## config.mk

```make
export PLATFORM = sky130hd
export DESIGN_NAME = counter_timer_unit
export DESIGN_NICKNAME = d
export VERILOG_FILES = /design/src/inc/timer_pkg.sv /design/src/rtl/timer_channel.sv /design/src/rtl/counter_timer_unit.sv
export SDC_FILE = /design/constraint.sdc
export NUM_CORES = 1
export LEC_CHECK = 0
export BUFFER_PORTS_ARGS = -buffer_cell sky130_fd_sc_hd__buf_4
export CELL_PAD_IN_SITES_DETAIL_PLACEMENT = 1
export CELL_PAD_IN_SITES_GLOBAL_PLACEMENT = 1
export CORE_MARGIN = 5
export CORE_UTILIZATION = 40
export DETAILED_ROUTE_END_ITERATION = 6
export GPL_ROUTABILITY_DRIVEN = 1
export PLACE_DENSITY_LB_ADDON = 0.1
export RECOVER_POWER = 25
export SETUP_SLACK_MARGIN = 0.5
export SKIP_CTS_REPAIR_TIMING = 1
export SYNTH_ARGS = -nofsm -noshare
export SYNTH_HDL_FRONTEND = slang
export SYNTH_SLANG_ARGS = --single-unit
```

## constraint.sdc

```tcl
create_clock -name ref_clk -period 4.76 [get_ports ref_clk]
set_clock_uncertainty 0.15 [all_clocks]
set_input_delay 0.714 -clock ref_clk [delete_from_list [all_inputs] [get_ports ref_clk]]
set_output_delay 0.714 -clock ref_clk [all_outputs]
set_load 0.01 [all_outputs]
```

## src/inc/timer_pkg.sv

```systemverilog
package timer_pkg;

    // ----------------------------------------------------------------
    // channel control byte fields
    // ----------------------------------------------------------------
    localparam int CTRL_IRQ_EN     = 7;  // interrupt on zero count
    localparam int CTRL_MODE       = 6;  // 0 timer, 1 counter
    localparam int CTRL_PRESCALE   = 5;  // 0 divide by short, 1 by long
    localparam int CTRL_SLOPE      = 4;  // 1 rising trigger edge is active
    localparam int CTRL_TRIG_MODE  = 3;  // 1 timer waits for a trigger edge
    localparam int CTRL_TC_FOLLOWS = 2;  // next byte is a time constant
    localparam int CTRL_SW_RESET   = 1;  // halt the channel
    localparam int CTRL_IS_CONTROL = 0;  // marks a control byte

    localparam logic [7:0] CTRL_RESET = 8'h00;  // interrupts off, timer mode

    // ----------------------------------------------------------------
    // vector byte layout and prescaler
    // ----------------------------------------------------------------
    localparam int VEC_BASE_LSB    = 3;  // upper five bits kept by software
    localparam int NUM_CHANNELS    = 4;
    localparam int PRESCALE_SHORT  = 16;
    localparam int PRESCALE_LONG   = 256;

    // channel sequencer, gray coded along idle, armed, start, run
    typedef enum logic [1:0] {
        CH_IDLE  = 2'b00,
        CH_ARMED = 2'b01,
        CH_START = 2'b11,
        CH_RUN   = 2'b10
    } chan_state_e;

    // a time constant byte of zero stands for a full 256 count
    function automatic logic [8:0] tc_count(input logic [7:0] tc_byte);
        tc_count = (tc_byte == 8'h00) ? 9'h100 : {1'b0, tc_byte};
    endfunction : tc_count

endpackage : timer_pkg

```

## src/rtl/timer_channel.sv

```systemverilog
`timescale 1ns/1ps
module timer_channel (
    input  wire logic       ref_clk,
    input  wire logic       reset_n,
    input  wire logic       wr_pulse,     // byte written to this channel
    input  wire logic [7:0] wr_data,
    input  wire logic       trig_pin,     // raw count_trigger_input pin
    input  wire logic       tick_short,   // prescaler enables
    input  wire logic       tick_long,
    output logic            expect_tc,    // next byte is a time constant
    output logic            zero_pulse,   // one cycle at each zero count
    output logic            irq_enable
);

    // ----------------------------------------------------------------
    // state
    // ----------------------------------------------------------------
    logic [7:0]              control;     // channel_control register
    logic [7:0]              time_const;  // last time constant byte
    logic [8:0]              count;       // down-counter, up to 256
    timer_pkg::chan_state_e  state;
    logic                    trig_meta;   // synchroniser first stage
    logic                    trig_sync;
    logic                    trig_last;   // for edge detection
    logic                    ctrl_wr;
    logic                    tc_wr;
    logic                    slope_flip;
    logic                    active_edge;
    logic                    timer_mode;
    logic                    tick;
    logic                    decrement;

    // a byte is a time constant only when announced
    assign tc_wr      = wr_pulse & expect_tc;
    // any other byte with bit 0 set is a control byte
    assign ctrl_wr    = wr_pulse & ~expect_tc & wr_data[timer_pkg::CTRL_IS_CONTROL];
    // changing the slope bit acts as an edge
    assign slope_flip = ctrl_wr & (wr_data[timer_pkg::CTRL_SLOPE]
                                   ^ control[timer_pkg::CTRL_SLOPE]);
    assign active_edge = (control[timer_pkg::CTRL_SLOPE] ? (trig_sync & ~trig_last)
                                                         : (~trig_sync & trig_last))
                         | slope_flip;
    assign timer_mode = ~control[timer_pkg::CTRL_MODE];
    // prescale choice only matters in timer mode
    assign tick       = control[timer_pkg::CTRL_PRESCALE] ? tick_long : tick_short;
    assign decrement  = (state == timer_pkg::CH_RUN) & (timer_mode ? tick : active_edge);
    assign irq_enable = control[timer_pkg::CTRL_IRQ_EN];

    // ----------------------------------------------------------------
    // trigger pin synchroniser
    // ----------------------------------------------------------------
    always_ff @(posedge ref_clk or negedge reset_n) begin
        if (!reset_n) begin
            trig_meta <= 1'b0;
            trig_sync <= 1'b0;
            trig_last <= 1'b0;
        end else begin
            trig_meta <= trig_pin;
            trig_sync <= trig_meta;
            trig_last <= trig_sync;
        end
    end

    // control byte; software reset still updates the other bits
    always_ff @(posedge ref_clk or negedge reset_n) begin
        if (!reset_n) begin
            control <= timer_pkg::CTRL_RESET;
        end else if (ctrl_wr) begin
            control <= wr_data;
        end
    end

    // time-constant-follows flag
    always_ff @(posedge ref_clk or negedge reset_n) begin
        if (!reset_n) begin
            expect_tc <= 1'b0;
        end else if (tc_wr) begin
            expect_tc <= 1'b0;
        end else if (ctrl_wr) begin
            expect_tc <= wr_data[timer_pkg::CTRL_TC_FOLLOWS];
        end
    end

    always_ff @(posedge ref_clk or negedge reset_n) begin
        if (!reset_n) begin
            time_const <= 8'h00;
        end else if (tc_wr) begin
            time_const <= wr_data;
        end
    end

    // ----------------------------------------------------------------
    // sequencer: halt on software reset, start on constant or trigger
    // ----------------------------------------------------------------
    always_ff @(posedge ref_clk or negedge reset_n) begin
        if (!reset_n) begin
            state <= timer_pkg::CH_IDLE;
        end else if (ctrl_wr && wr_data[timer_pkg::CTRL_SW_RESET]) begin
            state <= timer_pkg::CH_IDLE;
        end else begin
            unique case (state)
                timer_pkg::CH_IDLE: begin
                    // waiting channel resumes once its constant lands
                    if (tc_wr) begin
                        if (!timer_mode)
                            state <= timer_pkg::CH_RUN;
                        else if (control[timer_pkg::CTRL_TRIG_MODE])
                            state <= timer_pkg::CH_ARMED;
                        else
                            state <= timer_pkg::CH_START;
                    end
                end
                timer_pkg::CH_ARMED: begin
                    if (active_edge)
                        state <= timer_pkg::CH_START;
                end
                // one clock of setup before the first decrement
                timer_pkg::CH_START: state <= timer_pkg::CH_RUN;
                timer_pkg::CH_RUN:   state <= timer_pkg::CH_RUN;
            endcase
        end
    end

    // down-counter; a running channel takes a new constant only at zero
    always_ff @(posedge ref_clk or negedge reset_n) begin
        if (!reset_n) begin
            count <= 9'h000;
        end else if (tc_wr && state == timer_pkg::CH_IDLE) begin
            count <= timer_pkg::tc_count(wr_data);
        end else if (decrement) begin
            if (count == 9'h001)
                count <= timer_pkg::tc_count(time_const);
            else
                count <= count - 9'h001;
        end
    end

    always_ff @(posedge ref_clk or negedge reset_n) begin
        if (!reset_n) begin
            zero_pulse <= 1'b0;
        end else begin
            zero_pulse <= decrement & (count == 9'h001);
        end
    end

    // ----------------------------------------------------------------
    // checks
    // ----------------------------------------------------------------
    zc_reload_a: assert property (@(posedge ref_clk) disable iff (!reset_n)
        zero_pulse |-> count == timer_pkg::tc_count($past(time_const)))
        else $error("counter did not reload the constant at zero");
    sw_halt_a: assert property (@(posedge ref_clk) disable iff (!reset_n)
        (ctrl_wr && wr_data[timer_pkg::CTRL_SW_RESET]) |=> state == timer_pkg::CH_IDLE)
        else $error("software reset did not halt the channel");
    auto_start_a: assert property (@(posedge ref_clk) disable iff (!reset_n)
        (tc_wr && state == timer_pkg::CH_IDLE && timer_mode
         && !control[timer_pkg::CTRL_TRIG_MODE])
        |=> state == timer_pkg::CH_START ##1 state == timer_pkg::CH_RUN)
        else $error("timer did not start on its own after the constant");
    trig_start_a: assert property (@(posedge ref_clk) disable iff (!reset_n)
        (state == timer_pkg::CH_ARMED && !active_edge && !wr_pulse)
        |=> state == timer_pkg::CH_ARMED)
        else $error("triggered timer started without an edge");
    idle_quiet_a: assert property (@(posedge ref_clk) disable iff (!reset_n)
        (state == timer_pkg::CH_IDLE) |=> !zero_pulse)
        else $error("halted channel reached zero");

endmodule : timer_channel

```

## src/rtl/counter_timer_unit.sv

```systemverilog
// What this block does
// - constant accepted only after announcing control byte
// - running count finishes before new constant loads
// - one shared vector, channel number inserted
// - bit 0 set means control byte
// - vector written to channel 0, bit 0 clear
// - two select inputs pick the channel
// - hardware reset halts, disables, quiets outputs
// - bit 1 halts channel, other bits update
// - halt plus follow flag waits for constant
// - auto-trigger timer starts after constant load
// - bit 7 enables interrupt on zero
// - bit 6 picks timer or counter mode
// - bit 5 picks prescale 16 or 256
// - bit 2 announces a following constant
// - bit 4 edge; changing it is an edge
// - triggered timer starts one clock after edge
// - constant zero means 256
`timescale 1ns/1ps
module counter_timer_unit #(
    parameter int CHANNELS = 4
) (
    input  wire logic                ref_clk,
    input  wire logic                reset_n,
    input  wire logic                write_strobe,        // one-cycle byte write
    input  wire logic [7:0]          write_data,
    input  wire logic                channel_select_high,
    input  wire logic                channel_select_low,
    input  wire logic [CHANNELS-1:0] count_trigger_input, // asynchronous pins
    input  wire logic                int_ack,             // one-cycle acknowledge
    input  wire logic                daisy_chain_in,
    output logic [CHANNELS-1:0]      zero_count_output,
    output logic                     interrupt_request,
    output logic                     daisy_chain_out,
    output logic [7:0]               vector_data,
    output logic                     vector_oe
);

    // ----------------------------------------------------------------
    // elaboration check
    // ----------------------------------------------------------------
    // the vector byte only has room for a two-bit channel number
    if (CHANNELS != timer_pkg::NUM_CHANNELS) begin : g_bad_channels
        $error("counter_timer_unit supports exactly four channels");
    end

    // ----------------------------------------------------------------
    // declarations
    // ----------------------------------------------------------------
    logic [7:0]          prescale;       // free-running system clock divider
    logic                tick_short;     // one cycle every 16 clocks
    logic                tick_long;      // one cycle every 256 clocks
    logic [1:0]          select;         // decoded channel number
    logic [CHANNELS-1:0] chan_wr;        // write routed per channel
    logic [CHANNELS-1:0] expect_tc;      // channel wants a constant next
    logic [CHANNELS-1:0] zero_pulse;
    logic [CHANNELS-1:0] irq_enable;
    logic [4:0]          vector_base;    // upper five vector bits
    logic                vector_wr;
    logic [CHANNELS-1:0] pending;        // sticky zero-count requests
    logic [CHANNELS-1:0] next_pending;
    logic [CHANNELS-1:0] ack_clear;
    logic                ack_take;       // acknowledge actually served
    logic [1:0]          ack_chan;

    // lowest channel number wins the acknowledge
    function automatic logic [1:0] first_pending(input logic [3:0] req);
        first_pending = req[0] ? 2'h0 : req[1] ? 2'h1 : req[2] ? 2'h2 : 2'h3;
    endfunction : first_pending

    // ----------------------------------------------------------------
    // prescaler
    // ----------------------------------------------------------------
    // shared across channels, so a timer's first period may be short by
    // up to one prescale period; cheaper than one divider per channel
    always_ff @(posedge ref_clk or negedge reset_n) begin
        if (!reset_n) begin
            prescale <= 8'h00;
        end else begin
            prescale <= prescale + 8'h01;
        end
    end

    // enables registered so each is exactly one cycle wide
    always_ff @(posedge ref_clk or negedge reset_n) begin
        if (!reset_n) begin
            tick_short <= 1'b0;
            tick_long  <= 1'b0;
        end else begin
            tick_short <= prescale[3:0] == 4'(timer_pkg::PRESCALE_SHORT - 1);
            tick_long  <= prescale == 8'(timer_pkg::PRESCALE_LONG - 1);
        end
    end

    // ----------------------------------------------------------------
    // write decode
    // ----------------------------------------------------------------
    // host logic shares ref_clk, so the bus needs no synchroniser
    assign select = {channel_select_high, channel_select_low};

    // vector: channel 0, bit 0 clear, not an expected constant
    assign vector_wr = write_strobe & (select == 2'h0) & ~expect_tc[0]
                       & ~write_data[timer_pkg::CTRL_IS_CONTROL];

    // ----------------------------------------------------------------
    // channels
    // ----------------------------------------------------------------
    for (genvar i = 0; i < CHANNELS; i++) begin : g_chan
        // each write goes only to the selected channel
        assign chan_wr[i] = write_strobe & (select == 2'(i));

        timer_channel u_channel (
            .ref_clk    (ref_clk),
            .reset_n    (reset_n),
            .wr_pulse   (chan_wr[i]),
            .wr_data    (write_data),
            .trig_pin   (count_trigger_input[i]),
            .tick_short (tick_short),
            .tick_long  (tick_long),
            .expect_tc  (expect_tc[i]),
            .zero_pulse (zero_pulse[i]),
            .irq_enable (irq_enable[i])
        );
    end

    // zero-count pins come straight from each channel's pulse flop
    assign zero_count_output = zero_pulse;

    // ----------------------------------------------------------------
    // shared interrupt vector
    // ----------------------------------------------------------------
    always_ff @(posedge ref_clk or negedge reset_n) begin
        if (!reset_n) begin
            vector_base <= 5'h00;
        end else if (vector_wr) begin
            vector_base <= write_data[7:timer_pkg::VEC_BASE_LSB];
        end
    end

    // ----------------------------------------------------------------
    // interrupt requests and acknowledge
    // ----------------------------------------------------------------
    // an acknowledge is served only while this unit holds priority
    assign ack_take  = int_ack & daisy_chain_in & (|pending);
    assign ack_chan  = first_pending(pending);
    assign ack_clear = ack_take ? (CHANNELS'(1) << ack_chan) : '0;

    // a zero count in the same cycle as its clear keeps the request
    always_comb begin
        next_pending = (pending & ~ack_clear) | (zero_pulse & irq_enable);
    end

    always_ff @(posedge ref_clk or negedge reset_n) begin
        if (!reset_n) begin
            pending <= '0;
        end else begin
            pending <= next_pending;
        end
    end

    // request is masked while a higher device holds the chain
    always_ff @(posedge ref_clk or negedge reset_n) begin
        if (!reset_n) begin
            interrupt_request <= 1'b0;
        end else begin
            interrupt_request <= daisy_chain_in & (|next_pending);
        end
    end

    // chain passes priority on only while nothing here is pending;
    // resets high since the idle chain input is high
    always_ff @(posedge ref_clk or negedge reset_n) begin
        if (!reset_n) begin
            daisy_chain_out <= 1'b1;
        end else begin
            daisy_chain_out <= daisy_chain_in & ~(|next_pending);
        end
    end

    // vector drive: base bits plus the serviced channel number
    always_ff @(posedge ref_clk or negedge reset_n) begin
        if (!reset_n) begin
            vector_data <= 8'h00;
            vector_oe   <= 1'b0;
        end else if (ack_take) begin
            vector_data <= {vector_base, ack_chan, 1'b0};
            vector_oe   <= 1'b1;
        end else begin
            vector_oe   <= 1'b0;
        end
    end

    // ----------------------------------------------------------------
    // checks
    // ----------------------------------------------------------------
    vector_ack_a: assert property (@(posedge ref_clk) disable iff (!reset_n)
        ack_take |=> vector_oe && vector_data[7:3] == $past(vector_base)
                     && vector_data[2:1] == $past(ack_chan) && !vector_data[0])
        else $error("vector byte wrong after acknowledge");
    ack_prio_a: assert property (@(posedge ref_clk) disable iff (!reset_n)
        (ack_take && pending[0]) |=> vector_data[2:1] == 2'h0 ##1 (!vector_oe || $past(ack_take)))
        else $error("channel 0 did not win the acknowledge");
    vector_load_a: assert property (@(posedge ref_clk) disable iff (!reset_n)
        vector_wr |=> vector_base == $past(write_data[7:3]))
        else $error("vector base not stored");
    daisy_block_a: assert property (@(posedge ref_clk) disable iff (!reset_n)
        (|next_pending) |=> !daisy_chain_out)
        else $error("chain passed while a request is pending");

endmodule : counter_timer_unit

```

* Word level (Yosys, flattened, before mapping)
Index checks and enable logic that the tools add are counted.
Storage, ports and cells: register bits after elaboration 157, input port bits 19, output and inout port bits 15
Cells by class: add/sub/neg operators 5, equality and inequality tests 29, shift-type cells 1, multiplexer cells 66, bitwise gates (word level) 67, reduce and logical (&&, ||, !) cells 36
Operators by type and width (number):
- two-way mux 9 bit | 17
- two-way mux 2 bit | 22
- AND 1 bit | 41
- logical NOT 8 bit | 5
- equality test 9 x 1 -> 1 bit (second input constant) | 4
- subtractor 9 x 1 -> 9 bit (second input constant) | 4
- != test 3 x 1 -> 1 bit (second input constant) | 8
- one-hot mux 2 bit (3 select lines) | 4
- two-way mux 1 bit | 22
- equality test 2 bit (second input constant) | 10
- nonzero test 2 bit | 8
- NOT 1 bit | 14
- equality test 2 x 1 -> 1 bit (second input constant) | 5
- logical NOT 2 bit | 5
- adder 8 x 1 -> 8 bit (second input constant) | 1
- AND 4 bit | 2
- equality test 8 bit (second input constant) | 1
- logical AND 1 bit | 8
- AND reduction 2 bit | 4
- OR reduction 2 bit | 4
- OR reduction 4 bit | 2
- equality test 4 bit (second input constant) | 1
- two-way mux 4 bit | 1
- NOT 4 bit | 1
- other kinds (4) | 10

* Logic depth before layout (Yosys ltp)
Gate-level depths: netlist of the first run.
depth in word-level cells 11, mapped depth 8

* Cells and area by module
Synthesis of the first run repeated with hierarchy kept, for this count alone.
Second synthesis, totals: cells, all modules 695, area, all modules 7419.6 um2
Modules (own cells, without submodules):
- timer_channel (g_chan[1].u_channel ...) | instances 2, cells an instance 150, area an instance 1566.5 um2
- timer_channel (g_chan[0].u_channel) | instances 1, cells an instance 167, area an instance 1636.6 um2
- timer_channel (g_chan[3].u_channel) | instances 1, cells an instance 141, area an instance 1472.7 um2
- counter_timer_unit | instances 1, cells an instance 87, area an instance 1177.4 um2

* Worst setup path after synthesis of the first run
OpenSTA, ideal clock, no wires.
path type input to register, start point input write_data[4], end point register g_chan[1].u_channel.count[8], setup time 126 ps, arrival time 2096 ps, path slack 2388 ps, cell stages on the path 7, buffers on the path 2, path through buf_4 xor2_1 nand4b_1 a311o_1 and2_0 clkbuf_1 a221o_1
On the way: cells in the longest elaborated chain, start to end 6
RTL lines:
- start: declaration | line counter_timer_unit.sv:26 | input wire logic [7:0] write_data,
- XOR 1 bit | line timer_channel.sv:39 | ^ control[timer_pkg::CTRL_SLOPE]);
- AND 1 bit | line timer_channel.sv:38 | assign slope_flip = ctrl_wr & (wr_data[timer_pkg::CTRL_SLOPE]
- bitwise OR 1 bit | line timer_channel.sv:42 | | slope_flip;
- two-way mux 1 bit | line timer_channel.sv:46 | assign decrement = (state == timer_pkg::CH_RUN) & (timer_mode ? tick : active_edge);
- AND 1 bit | line timer_channel.sv:46
- nonzero test 2 bit (no source line)
- end signal: assignment | line timer_channel.sv:129 | count <= timer_pkg::tc_count(wr_data);
- end signal: assignment | line timer_channel.sv:132 | count <= timer_pkg::tc_count(time_const);
- end signal: assignment | line timer_channel.sv:134 | count <= count - 9'h001;
- end: declaration | line timer_channel.sv:20 | logic [8:0] count;
Parallel ways exist; a longest one is shown, timed or not. A chain may end at the register's enable or synchronous reset.

* Worst setup path in the final report of the first run
start point register g_chan[2].u_channel.count[1], end point register g_chan[2].u_channel.count[5]
On the way: cells in the longest elaborated chain, start to end 4
RTL lines:
- start: declaration | line timer_channel.sv:20
- start signal: assignment | line timer_channel.sv:129
- start signal: assignment | line timer_channel.sv:132
- start signal: assignment | line timer_channel.sv:134
- subtractor 9 x 1 -> 9 bit or equality test 9 x 1 -> 1 bit (tied branches) | line timer_channel.sv:134, timer_channel.sv:131
- two-way mux 9 bit (*) | line timer_channel.sv:131 | if (count == 9'h001)
- two-way mux 9 bit (*) | line timer_channel.sv:130 | end else if (decrement) begin
- two-way mux 9 bit (*) | line timer_channel.sv:128 | end else if (tc_wr && state == timer_pkg::CH_IDLE) begin
Every way passes the cells marked *; elsewhere a longest branch is shown, timed or not. The select of a mux whose other input is x is not followed.

==> flow_metrics.tcl, run 1 <==
set metrics [dict create \
    avgSynthCellArea_um2 10.9 \
    crit_type "reg2reg" \
    min_path_type "reg2reg" \
    synth_area_leaders "dfrtp_1, mux2_2, nor2_1" \
    grtUsageTotal_pct 19.2 \
    yosys_warnings 0 \
    netlist_area_mm2 0.00720 \
    cp-start-kind "register" \
    timing.final.crit_share_pct 57.3 \
    synthTopCellsByCount "dfrtp_1, mux2_2, nor2_1" \
    wire_per_inst_um 20.3 \
    grt_max_degree 80 \
    cts_made_buffers 17 \
    netlist.area_leader.share_pct 50.0 \
    viasPerCell 5.84 \
    synth.most_common_cell "dfrtp_1" \
    drv_cap 1 \
    synth_cell_types 65 \
    synth_seq_cells 145 \
    async_flop_share_pct 100 \
    powerDensity_mw_per_mm2 584 \
    critPathBufInv 1 \
    r2r-end "g_chan[2].u_channel.count[5]" \
    cpMaxStageDelayCell "a2111oi_0" \
    cp_cell_sequence "inv_1, ha_1, nor4b_2, nand2_1, a2111oi_0, a221o_1" \
    reg2regPathDepth 6 \
    overflow 0 \
    placedCellCount 889 \
    vdd_ir_drop_max_uv 294 \
    dieArea_mm2 0.0208 \
    cts_tree "built" \
    rsz0062_at_grt "no" \
    root_buffer "clkbuf_16" \
    path_max_fanout 12 \
    synth_cells 663 \
    synth_nets 691 \
    antenna_found_initial 0 \
    die_h_um 144 \
    start_util_pct 40.4 \
    final.setup.worst_slack_ns 2.03 \
    finalNonFillerCells 921 \
    worstReg2RegStart "g_chan[2].u_channel.count[1]" \
    sequential_cell_area_mm2 0.00363 \
    fin_area_mm2 0.00822 \
    synth_edf_count 0 \
    synth_top_area_cell "dfrtp_1" \
    grt_pass1_wl_um 31300 \
    num-fill-cells 1928 \
    portBuffers 32 \
    r2r_slack_ns 2.03 \
    layout-drive-gt1-share_pct 21.8 \
    insertion_delay_ns 0.42 \
    hold_ws_ns 0.198 \
    antenna_left 0 \
    worstMarginPinSlew_ns 2.07 \
    whs_path_depth 0 \
    cts-htree-levels 4 \
    slew_violations 80 \
    hold_viol_final 0 \
    setup_viol 0 \
    finalNetCount 707 \
    tns_ns 0 \
    n_antenna_cell 0 \
    multi_input_area_mm2 0.00334 \
    globalplace.congestion 0.807 \
    grt_pass1_vias 5725 \
    synth_top_flop_cell "dfrtp_1" \
    drc 0 \
    crit_family "simple AND/OR/NAND/NOR gates" \
    max_clock_freq_ghz 0.367 \
    hpwl_um 12700 \
    clkTransAtPathRegs_ns 0.06 \
    vias 5377 \
    ys_seq_area_share_pct 50.4 \
    min-delay-start "g_chan[1].u_channel.trig_meta" \
    syn2layout_area_growth_pct 14.2 \
    rows 49 \
    dpl_cell_area_mm2 0.00759 \
    power_leakage_nw 3.49 \
    finalCriticalPeriod_ns 2.73 \
    crit_path_end_kind "register" \
    dr.pass1.iters 5 \
    cp.required_ns 4.96 \
    pre_cts_ws_ns 1.93 \
    cts_buffer_depth 2 \
    max_stage_delay_ns 0.65 \
    status "finished, violations left" \
    violations "capacitance limit, slew limit" \
    drt_iter0_markers 303 \
    hold_path_end "g_chan[1].u_channel.trig_sync" \
    coreArea_mm2 0.0178 \
    wirelength_um 18700 \
    cts_sinks 145 \
    die_x_um 144 \
    max-slew-margin-rel_pct -37.9 \
    critPathArrivalTime_ns 2.93 \
    io_pins 34 \
]
==> layout by cell type, fill, tap and decap left out, types with 6 or more instances in the layout <==
cell	count
a211oi_1	20
a21oi_1	21
a221o_1	19
a31oi_1	7
buf_4	29
clkbuf_16	17
dfrtp_1	144
ha_1	9
inv_1	18
mux2_2	66
nand2_1	50
nand3_1	29
nor2_1	51
nor2b_1	14
nor3_1	16
nor3b_1	6
nor4_1	13
o211ai_1	16
o21ai_0	7
xnor2_1	10
xor2_1	9
==> kinds of logic (layout without fill, tap and decap cells) <==
kind of cell	after synthesis	after routing	share of synthesized area [%]
DFF	145	145	50.4
xor gates and xnor gates	19	19	2.31
other	1	1	0.0521
muxes	70	70	10.9
AOI/OAI and AO/OA	130	130	13.8
and+or+nand+nor	233	233	17.7
adders and majority gates	9	9	1.56
buffers and inverters	56	85	3.28
==> metrics by stage <==
step	utilization (%)	power [mW]
finish	46.1	4.80
global route	46.1	5.11
CTS	46.1	4.83
detailed placement	42.5	3.36
global placement	42.5	3.29
floorplan	-	2.92
==> worst reg2reg max path: cells and delay by family, from the launching register on <==
family	cells	cell delay [ns]
simple gates	2	0.96
compound gates	2	0.85
buf+inv	1	0.10
fa+ha+maj	1	0.18
flops	1	0.42
==> how the worst max path moves through the flow <==
stage	from	cells past startpoint	endpoint
2_1_floorplan	write_data[4]	7	g_chan[1].u_channel.count[8]
3_3_place_gp	write_data[4]	6	g_chan[1].u_channel.count[8]
3_5_place_dp	channel_select_low	6	g_chan[2].u_channel.count[5]
4_1_cts	g_chan[2].u_channel.count[1]	6	g_chan[2].u_channel.count[5]
5_1_grt	g_chan[2].u_channel.count[1]	6	g_chan[2].u_channel.count[5]
6_report	g_chan[2].u_channel.count[1]	6	g_chan[2].u_channel.count[5]
==> state kept, by name, summed over array words and instances (netlist names), 5 cells and up <==
name and cells:
g_chan.u_channel.time_const 32, g_chan.u_channel.count 36, g_chan.u_channel.state 8, g_chan.u_channel.control 20, prescale 8, vector_data 7
vector_base 5
==> metal layers <==
layer,up-vias,wire [um],track usage (%)
li1,2489,-,-
met1,2797,9010,27.0
met2,66,8990,30.7
met3,25,419,3.11
met4,0,308,6.28
met5,-,0,0
==> power breakdown <==
group | switching [mW] | leakage [nW] | internal, mW | total [mW]
clock network | 0.528 | 0.301 | 0.926 | 1.45
logic | 0.688 | 1.38 | 0.660 | 1.35
registers | 0.415 | 1.81 | 1.59 | 2.00
total | 1.63 | 3.49 | 3.17 | 4.80
==> area by class of cell <==
cell class / count / area share [%]
multi-input combinational: 462 / 40.6
tap: 229 / 3.48
inverter: 18 / 0.822
timing repair buffer: 35 / 3.12
clock buffer: 17 / 5.17
clock inverter: 15 / 2.63
sequential: 145 / 44.1
Power figures use the tool's default switching activity.
==> inputs of run 2 (changes only) <==
==> constraint.sdc (replaced) <==
create_clock -name ref_clk -period 2.8 [get_ports ref_clk]
set_clock_uncertainty 0.15 [all_clocks]
set_input_delay 0.42 -clock ref_clk [delete_from_list [all_inputs] [get_ports ref_clk]]
set_output_delay 0.42 -clock ref_clk [all_outputs]
set_load 0.01 [all_outputs]
==> flow_metrics.tcl, run 2 (synthesis results as in run 1) <==
set metrics [dict create \
    wirelength_um 19000 \
    grt_pass1_wl_um 31400 \
    dieArea_mm2 0.0208 \
    vdd_ir_drop_max_uv 452 \
    min_path_type "in2reg" \
    top_register "g_chan.u_channel.count" \
    n_antenna_cell 0 \
    p_switching_mw 2.87 \
    critPathArrivalTime_ns 2.41 \
    die_h_um 144 \
    final_util_pct 47.4 \
    finalNetCount 727 \
    slew_violations 0 \
    internal_power_mw 5.34 \
    start_util_pct 40.4 \
    cp.required_ns 3.00 \
    antenna_left 0 \
    max_clock_freq_ghz 0.452 \
    switching_share_pct 35.0 \
    fin_area_mm2 0.00846 \
    coreArea_mm2 0.0178 \
    crit_type "reg2reg" \
    viasPerCell 5.72 \
    powerDensity_mw_per_mm2 972 \
    layout-drive-gt1-share_pct 24.9 \
    clkTransAtPathRegs_ns 0.07 \
    final.setup.worst_slack_ns 0.588 \
    cts_sinks 145 \
    crit_path_end_kind "register" \
    globalplace.congestion 0.834 \
    antenna_found_initial 0 \
    status "finished, final reports clean" \
    cts_buffer_depth 2 \
    wire_per_inst_um 20.2 \
    rows 49 \
    hpwl_um 13000 \
    setup_viol 0 \
    path_max_fanout 6 \
    seqPwrFrac_pct 41.4 \
    drv_cap 0 \
    timing.final.crit_share_pct 79.0 \
    final_common_cell "dfrtp_1" \
    vias 5385 \
    drc 0 \
    power_frac_comb_pct 29.4 \
    die_x_um 144 \
    drt_iter0_markers 263 \
    syn2layout_area_growth_pct 17.4 \
    hold_viol_final 0 \
    num-fill-cells 1906 \
    cp-start-kind "register" \
    dpl_cell_area_mm2 0.00769 \
    finalPower_mw 8.22 \
    cts-htree-levels 4 \
    power_leakage_nw 3.60 \
    tns_ns 0 \
    insertion_delay_ns 0.42 \
    overflow 0 \
    max-slew-margin-rel_pct 51.8 \
    rsz0062_at_grt "no" \
    r2r_slack_ns 0.59 \
    m1WireLength_um 8890 \
    dr.pass1.iters 4 \
    final_cell_mix "dfrtp_1, mux2_2, nor2_1, nand2_1, buf_4" \
    portBuffers 32 \
    route.met2.wl_um 9160 \
    grt_pass1_vias 5775 \
    wl_met3_um 531 \
    cts_made_buffers 17 \
    root_buffer "clkbuf_16" \
    worstMarginPinSlew_ns 0.718 \
    io_pins 34 \
    pre_cts_ws_ns 0.365 \
    largest_reg_flops 36 \
    grt_max_degree 65 \
    clkPwrFrac_pct 29.2 \
    grtUsageTotal_pct 19.5 \
    top_regs "g_chan.u_channel.count (36), g_chan.u_channel.time_const (32), g_chan.u_channel.control (20)" \
    highest_layer "met4" \
    cts_tree "built" \
    finalCriticalPeriod_ns 2.21 \
]
[run 2: final timing paths]
| path | startpoint | end | depth (start not counted) |
|---|---|---|---|
| min | daisy_chain_in | daisy_chain_out | 2 |
| max reg2reg | g_chan[1].u_channel.count[1] | g_chan[1].u_channel.count[5] | 7 |
| min reg2reg | g_chan[1].u_channel.trig_meta | g_chan[1].u_channel.trig_sync | 0 |
| max | g_chan[1].u_channel.count[1] | g_chan[1].u_channel.count[5] | 7 |
| max in group asynchronous | reset_n | g_chan[1].u_channel.count[5] | 3 |
| min in group asynchronous | reset_n | g_chan[2].u_channel.count[6] | 2 |
[run 2: power by group through the flow]
stage                     registers (mW)  logic, mW  clock network (mW)
after floorplan                     3.16       1.81                   0
final                               3.40       2.41                2.40
after global routing                3.50       2.69                2.56
after detailed placement            3.40       2.34                   0
after global placement              3.36       2.25                   0
after CTS                           3.37       2.36                2.46
[run 2: cell type report]
type	count	area, um2	area share, %
flip-flops and latches	145	3630	42.9
multi-input cells	462	3400	40.2
repair buffers	55	450	5.33
clock buffers	17	425	5.03
well taps	229	287	3.39
clock inverters	15	196	2.32
inverters	18	67.6	0.799
[run 2: metal layers]
metal	vias up	global-route usage, %
met5	-	0
met4	0	6.63
met3	31	3.24
met2	88	31.7
met1	2741	26.6
li1	2525	-
[run 2: through the flow]
step	hold WS, ns	instances
after floorplan	-0.0256	663
after global routing	0.0759	941
after global placement	0.170	901
final	0.0874	941
after CTS	-0.284	933
after detailed placement	0.171	901
[run 2: critical path, stage by stage, from the launching register on]
cell and delay (ns):
dfrtp_1 0.40, inv_1 0.09, ha_2 0.19, or4b_4 0.52
nor3_2 0.20, o21ai_1 0.09, a221o_1 0.38, a21oi_1 0.12
==> inputs of run 3 (changes only) <==
--- a/config.mk
+++ b/config.mk
@@ -5,6 +5,7 @@
 export SDC_FILE = /design/constraint.sdc
 export NUM_CORES = 1
 export LEC_CHECK = 0
+export ABC_AREA = 1
 export BUFFER_PORTS_ARGS = -buffer_cell sky130_fd_sc_hd__buf_4
 export CELL_PAD_IN_SITES_DETAIL_PLACEMENT = 1
 export CELL_PAD_IN_SITES_GLOBAL_PLACEMENT = 1
==> constraint.sdc (replaced) <==
create_clock -name ref_clk -period 1.9 [get_ports ref_clk]
set_clock_uncertainty 0.15 [all_clocks]
set_input_delay 0.285 -clock ref_clk [delete_from_list [all_inputs] [get_ports ref_clk]]
set_output_delay 0.285 -clock ref_clk [all_outputs]
set_load 0.01 [all_outputs]
==> flow_metrics.tcl, run 3 <==
set metrics [dict create \
    syn2layout_area_growth_pct 34.2 \
    wire_per_inst_um 17.1 \
    drv_cap 0 \
    worstMarginPinSlew_ns 0.790 \
    critPathArrivalTime_ns 1.91 \
    vdd_ir_drop_max_uv 614 \
    top_regs "g_chan.u_channel.count (36), g_chan.u_channel.time_const (32), g_chan.u_channel.control (20)" \
    reg2regPathDepth 8 \
    rsz0062_at_grt "yes" \
    dieArea_mm2 0.0219 \
    status "finished, final reports clean" \
    antenna_found_initial 0 \
    max-slew-margin-rel_pct 47.3 \
    crit_path_end_kind "register" \
    post_synth_and_or_nand_nor_area_fraction_pct 33.0 \
    finalPower_mw 15.0 \
    largest_reg_flops 36 \
    rows 50 \
    drc 0 \
    synth_nets 1063 \
    cp-start-kind "register" \
    synthAdderAreaFrac_pct 1.48 \
    portBuffers 32 \
    insertion_delay_ns 0.43 \
    synth_area_leaders "dfrtp_1, nand2_1, nand3_1" \
    multi_input_area_mm2 0.00425 \
    n_antenna_cell 0 \
    synth_top_family_by_area "simple AND/OR/NAND/NOR gates" \
    synth_top_area_cell "dfrtp_1" \
    synth_cells 1035 \
    cts_made_buffers 17 \
    max_clock_freq_ghz 0.573 \
    worstSetupEndpoint "g_chan[0].u_channel.count[8]" \
    synth_cell_types 39 \
    top_register "g_chan.u_channel.count" \
    power_leakage_nw 5.02 \
    drt_iter0_markers 284 \
    avgSynthCellArea_um2 7.37 \
    r2r-end "g_chan[0].u_channel.count[8]" \
    ys_seq_area_share_pct 47.6 \
    synth_edf_count 0 \
    hold_viol_final 0 \
    synth.most_common_cell "nand2_1" \
    overflow 0 \
    tns_ns 0 \
    yosys_warnings 0 \
    num-fill-cells 2235 \
    die_h_um 148 \
    io_pins 34 \
    synthTopCellsByCount "nand2_1, dfrtp_1, inv_1" \
    synth_compound_area_share_pct 8.76 \
    netlist_area_mm2 0.00763 \
    dr.pass1.iters 4 \
    timing.final.crit_share_pct 91.8 \
    muxShareOfSynthArea_pct 0.148 \
    die_x_um 148 \
    slew_violations 0 \
    grtUsageTotal_pct 20.4 \
    coreArea_mm2 0.0188 \
    cts-htree-levels 4 \
    grt_pass1_vias 6934 \
    root_buffer "clkbuf_16" \
    hpwl_um 15900 \
    clkTransAtPathRegs_ns 0.07 \
    vias 7212 \
    globalplace.congestion 0.818 \
    netlist.area_leader.share_pct 47.3 \
    crit_start "g_chan[0].u_channel.count[7]" \
    final_common_cell "nand2_1" \
    viasPerCell 5.16 \
    worstReg2RegStart "g_chan[0].u_channel.count[7]" \
    wirelength_um 24000 \
    cp.required_ns 2.06 \
    layout-drive-gt1-share_pct 30.9 \
    setup_viol 0 \
    hold_ws_ns 0.0282 \
    final_cell_mix "nand2_1, dfrtp_1, inv_1, o21ai_0, buf_4" \
    async_flop_share_pct 100 \
    grt_pass1_wl_um 35900 \
    powerDensity_mw_per_mm2 1470 \
    r2r_slack_ns 0.16 \
    cts_tree "built" \
    synth-xor-area-share_pct 1.49 \
    finalCriticalPeriod_ns 1.74 \
    crit_type "reg2reg" \
    synth_top_flop_cell "dfrtp_1" \
    cts_sinks 145 \
    start_util_pct 40.6 \
    grt_max_degree 51 \
    synth_seq_cells 145 \
    min_path_type "in2reg" \
    path_max_fanout 8 \
    cts_buffer_depth 2 \
    final_util_pct 54.5 \
    sequential_cell_area_mm2 0.00365 \
    antenna_left 0 \
    finalNetCount 1180 \
]
## run 3: worst min path at each step
stage | startpoint | cells after the start | to
after floorplan | reset_n | 0 | g_chan[0].u_channel.control[3]
after global placement | reset_n | 1 | g_chan[2].u_channel.trig_last
after detailed placement | reset_n | 1 | g_chan[2].u_channel.trig_last
after CTS | reset_n | 1 | vector_data[5]
after global routing | write_data[4] | 3 | g_chan[0].u_channel.control[4]
final | write_data[4] | 3 | g_chan[0].u_channel.control[4]
## run 3: layout make-up
class | instances | share of cell area (%)
tap | 234 | 2.86
multi-input combinational | 755 | 41.5
inverter | 120 | 4.60
sequential | 145 | 35.6
timing repair inverter | 1 | 0.0733
clock inverter | 14 | 1.53
timing repair buffer | 112 | 9.50
clock buffer | 18 | 4.29
## run 3: cells by family (layout without fill, tap and decap cells)
logic type      after synthesis  count (layout)
xor+xnor                     13              13
compound gates              129             129
buf+inv                     140             265
flops                       145             145
mux                           1               1
fa+ha+maj                     9               9
simple gates                597             602
other cells                   1               1
## run 3: metrics by stage
step	std cells	setup slack, ns	cell area (um2)
finish	1399	0.156	10200
global route	1399	0.0461	10200
CTS	1349	0.0590	9160
detailed placement	1317	0.0702	8560
global placement	1317	0.126	8560
floorplan	1035	0.346	7870
## run 3: per-layer routing
metal / GRT usage, % / share of wire (%) / vias to the layer above
li1: - / - / 3530
met1: 28.0 / 46 / 3561
met2: 33.5 / 49 / 90
met3: 3.53 / 3.0 / 31
met4: 5.54 / 2.1 / 0
met5: 0 / 0 / -
## run 3: report_power, final
group	switching (mW)	total, mW	internal, mW
Sequential	0.972	5.03	4.06
Combinational	3.90	6.59	2.69
Clock	1.43	3.41	1.99
Total	6.31	15.0	8.73
## run 3: worst max-delay path, cell delays in order (launching register included)
cell	delay [ns]
dfrtp_1	0.44
nor3_4	0.53
nand2_1	0.12
nand2_1	0.11
nand3_2	0.07
nand2_2	0.07
nand2_2	0.05
nand2_1	0.05
nand2_1	0.05
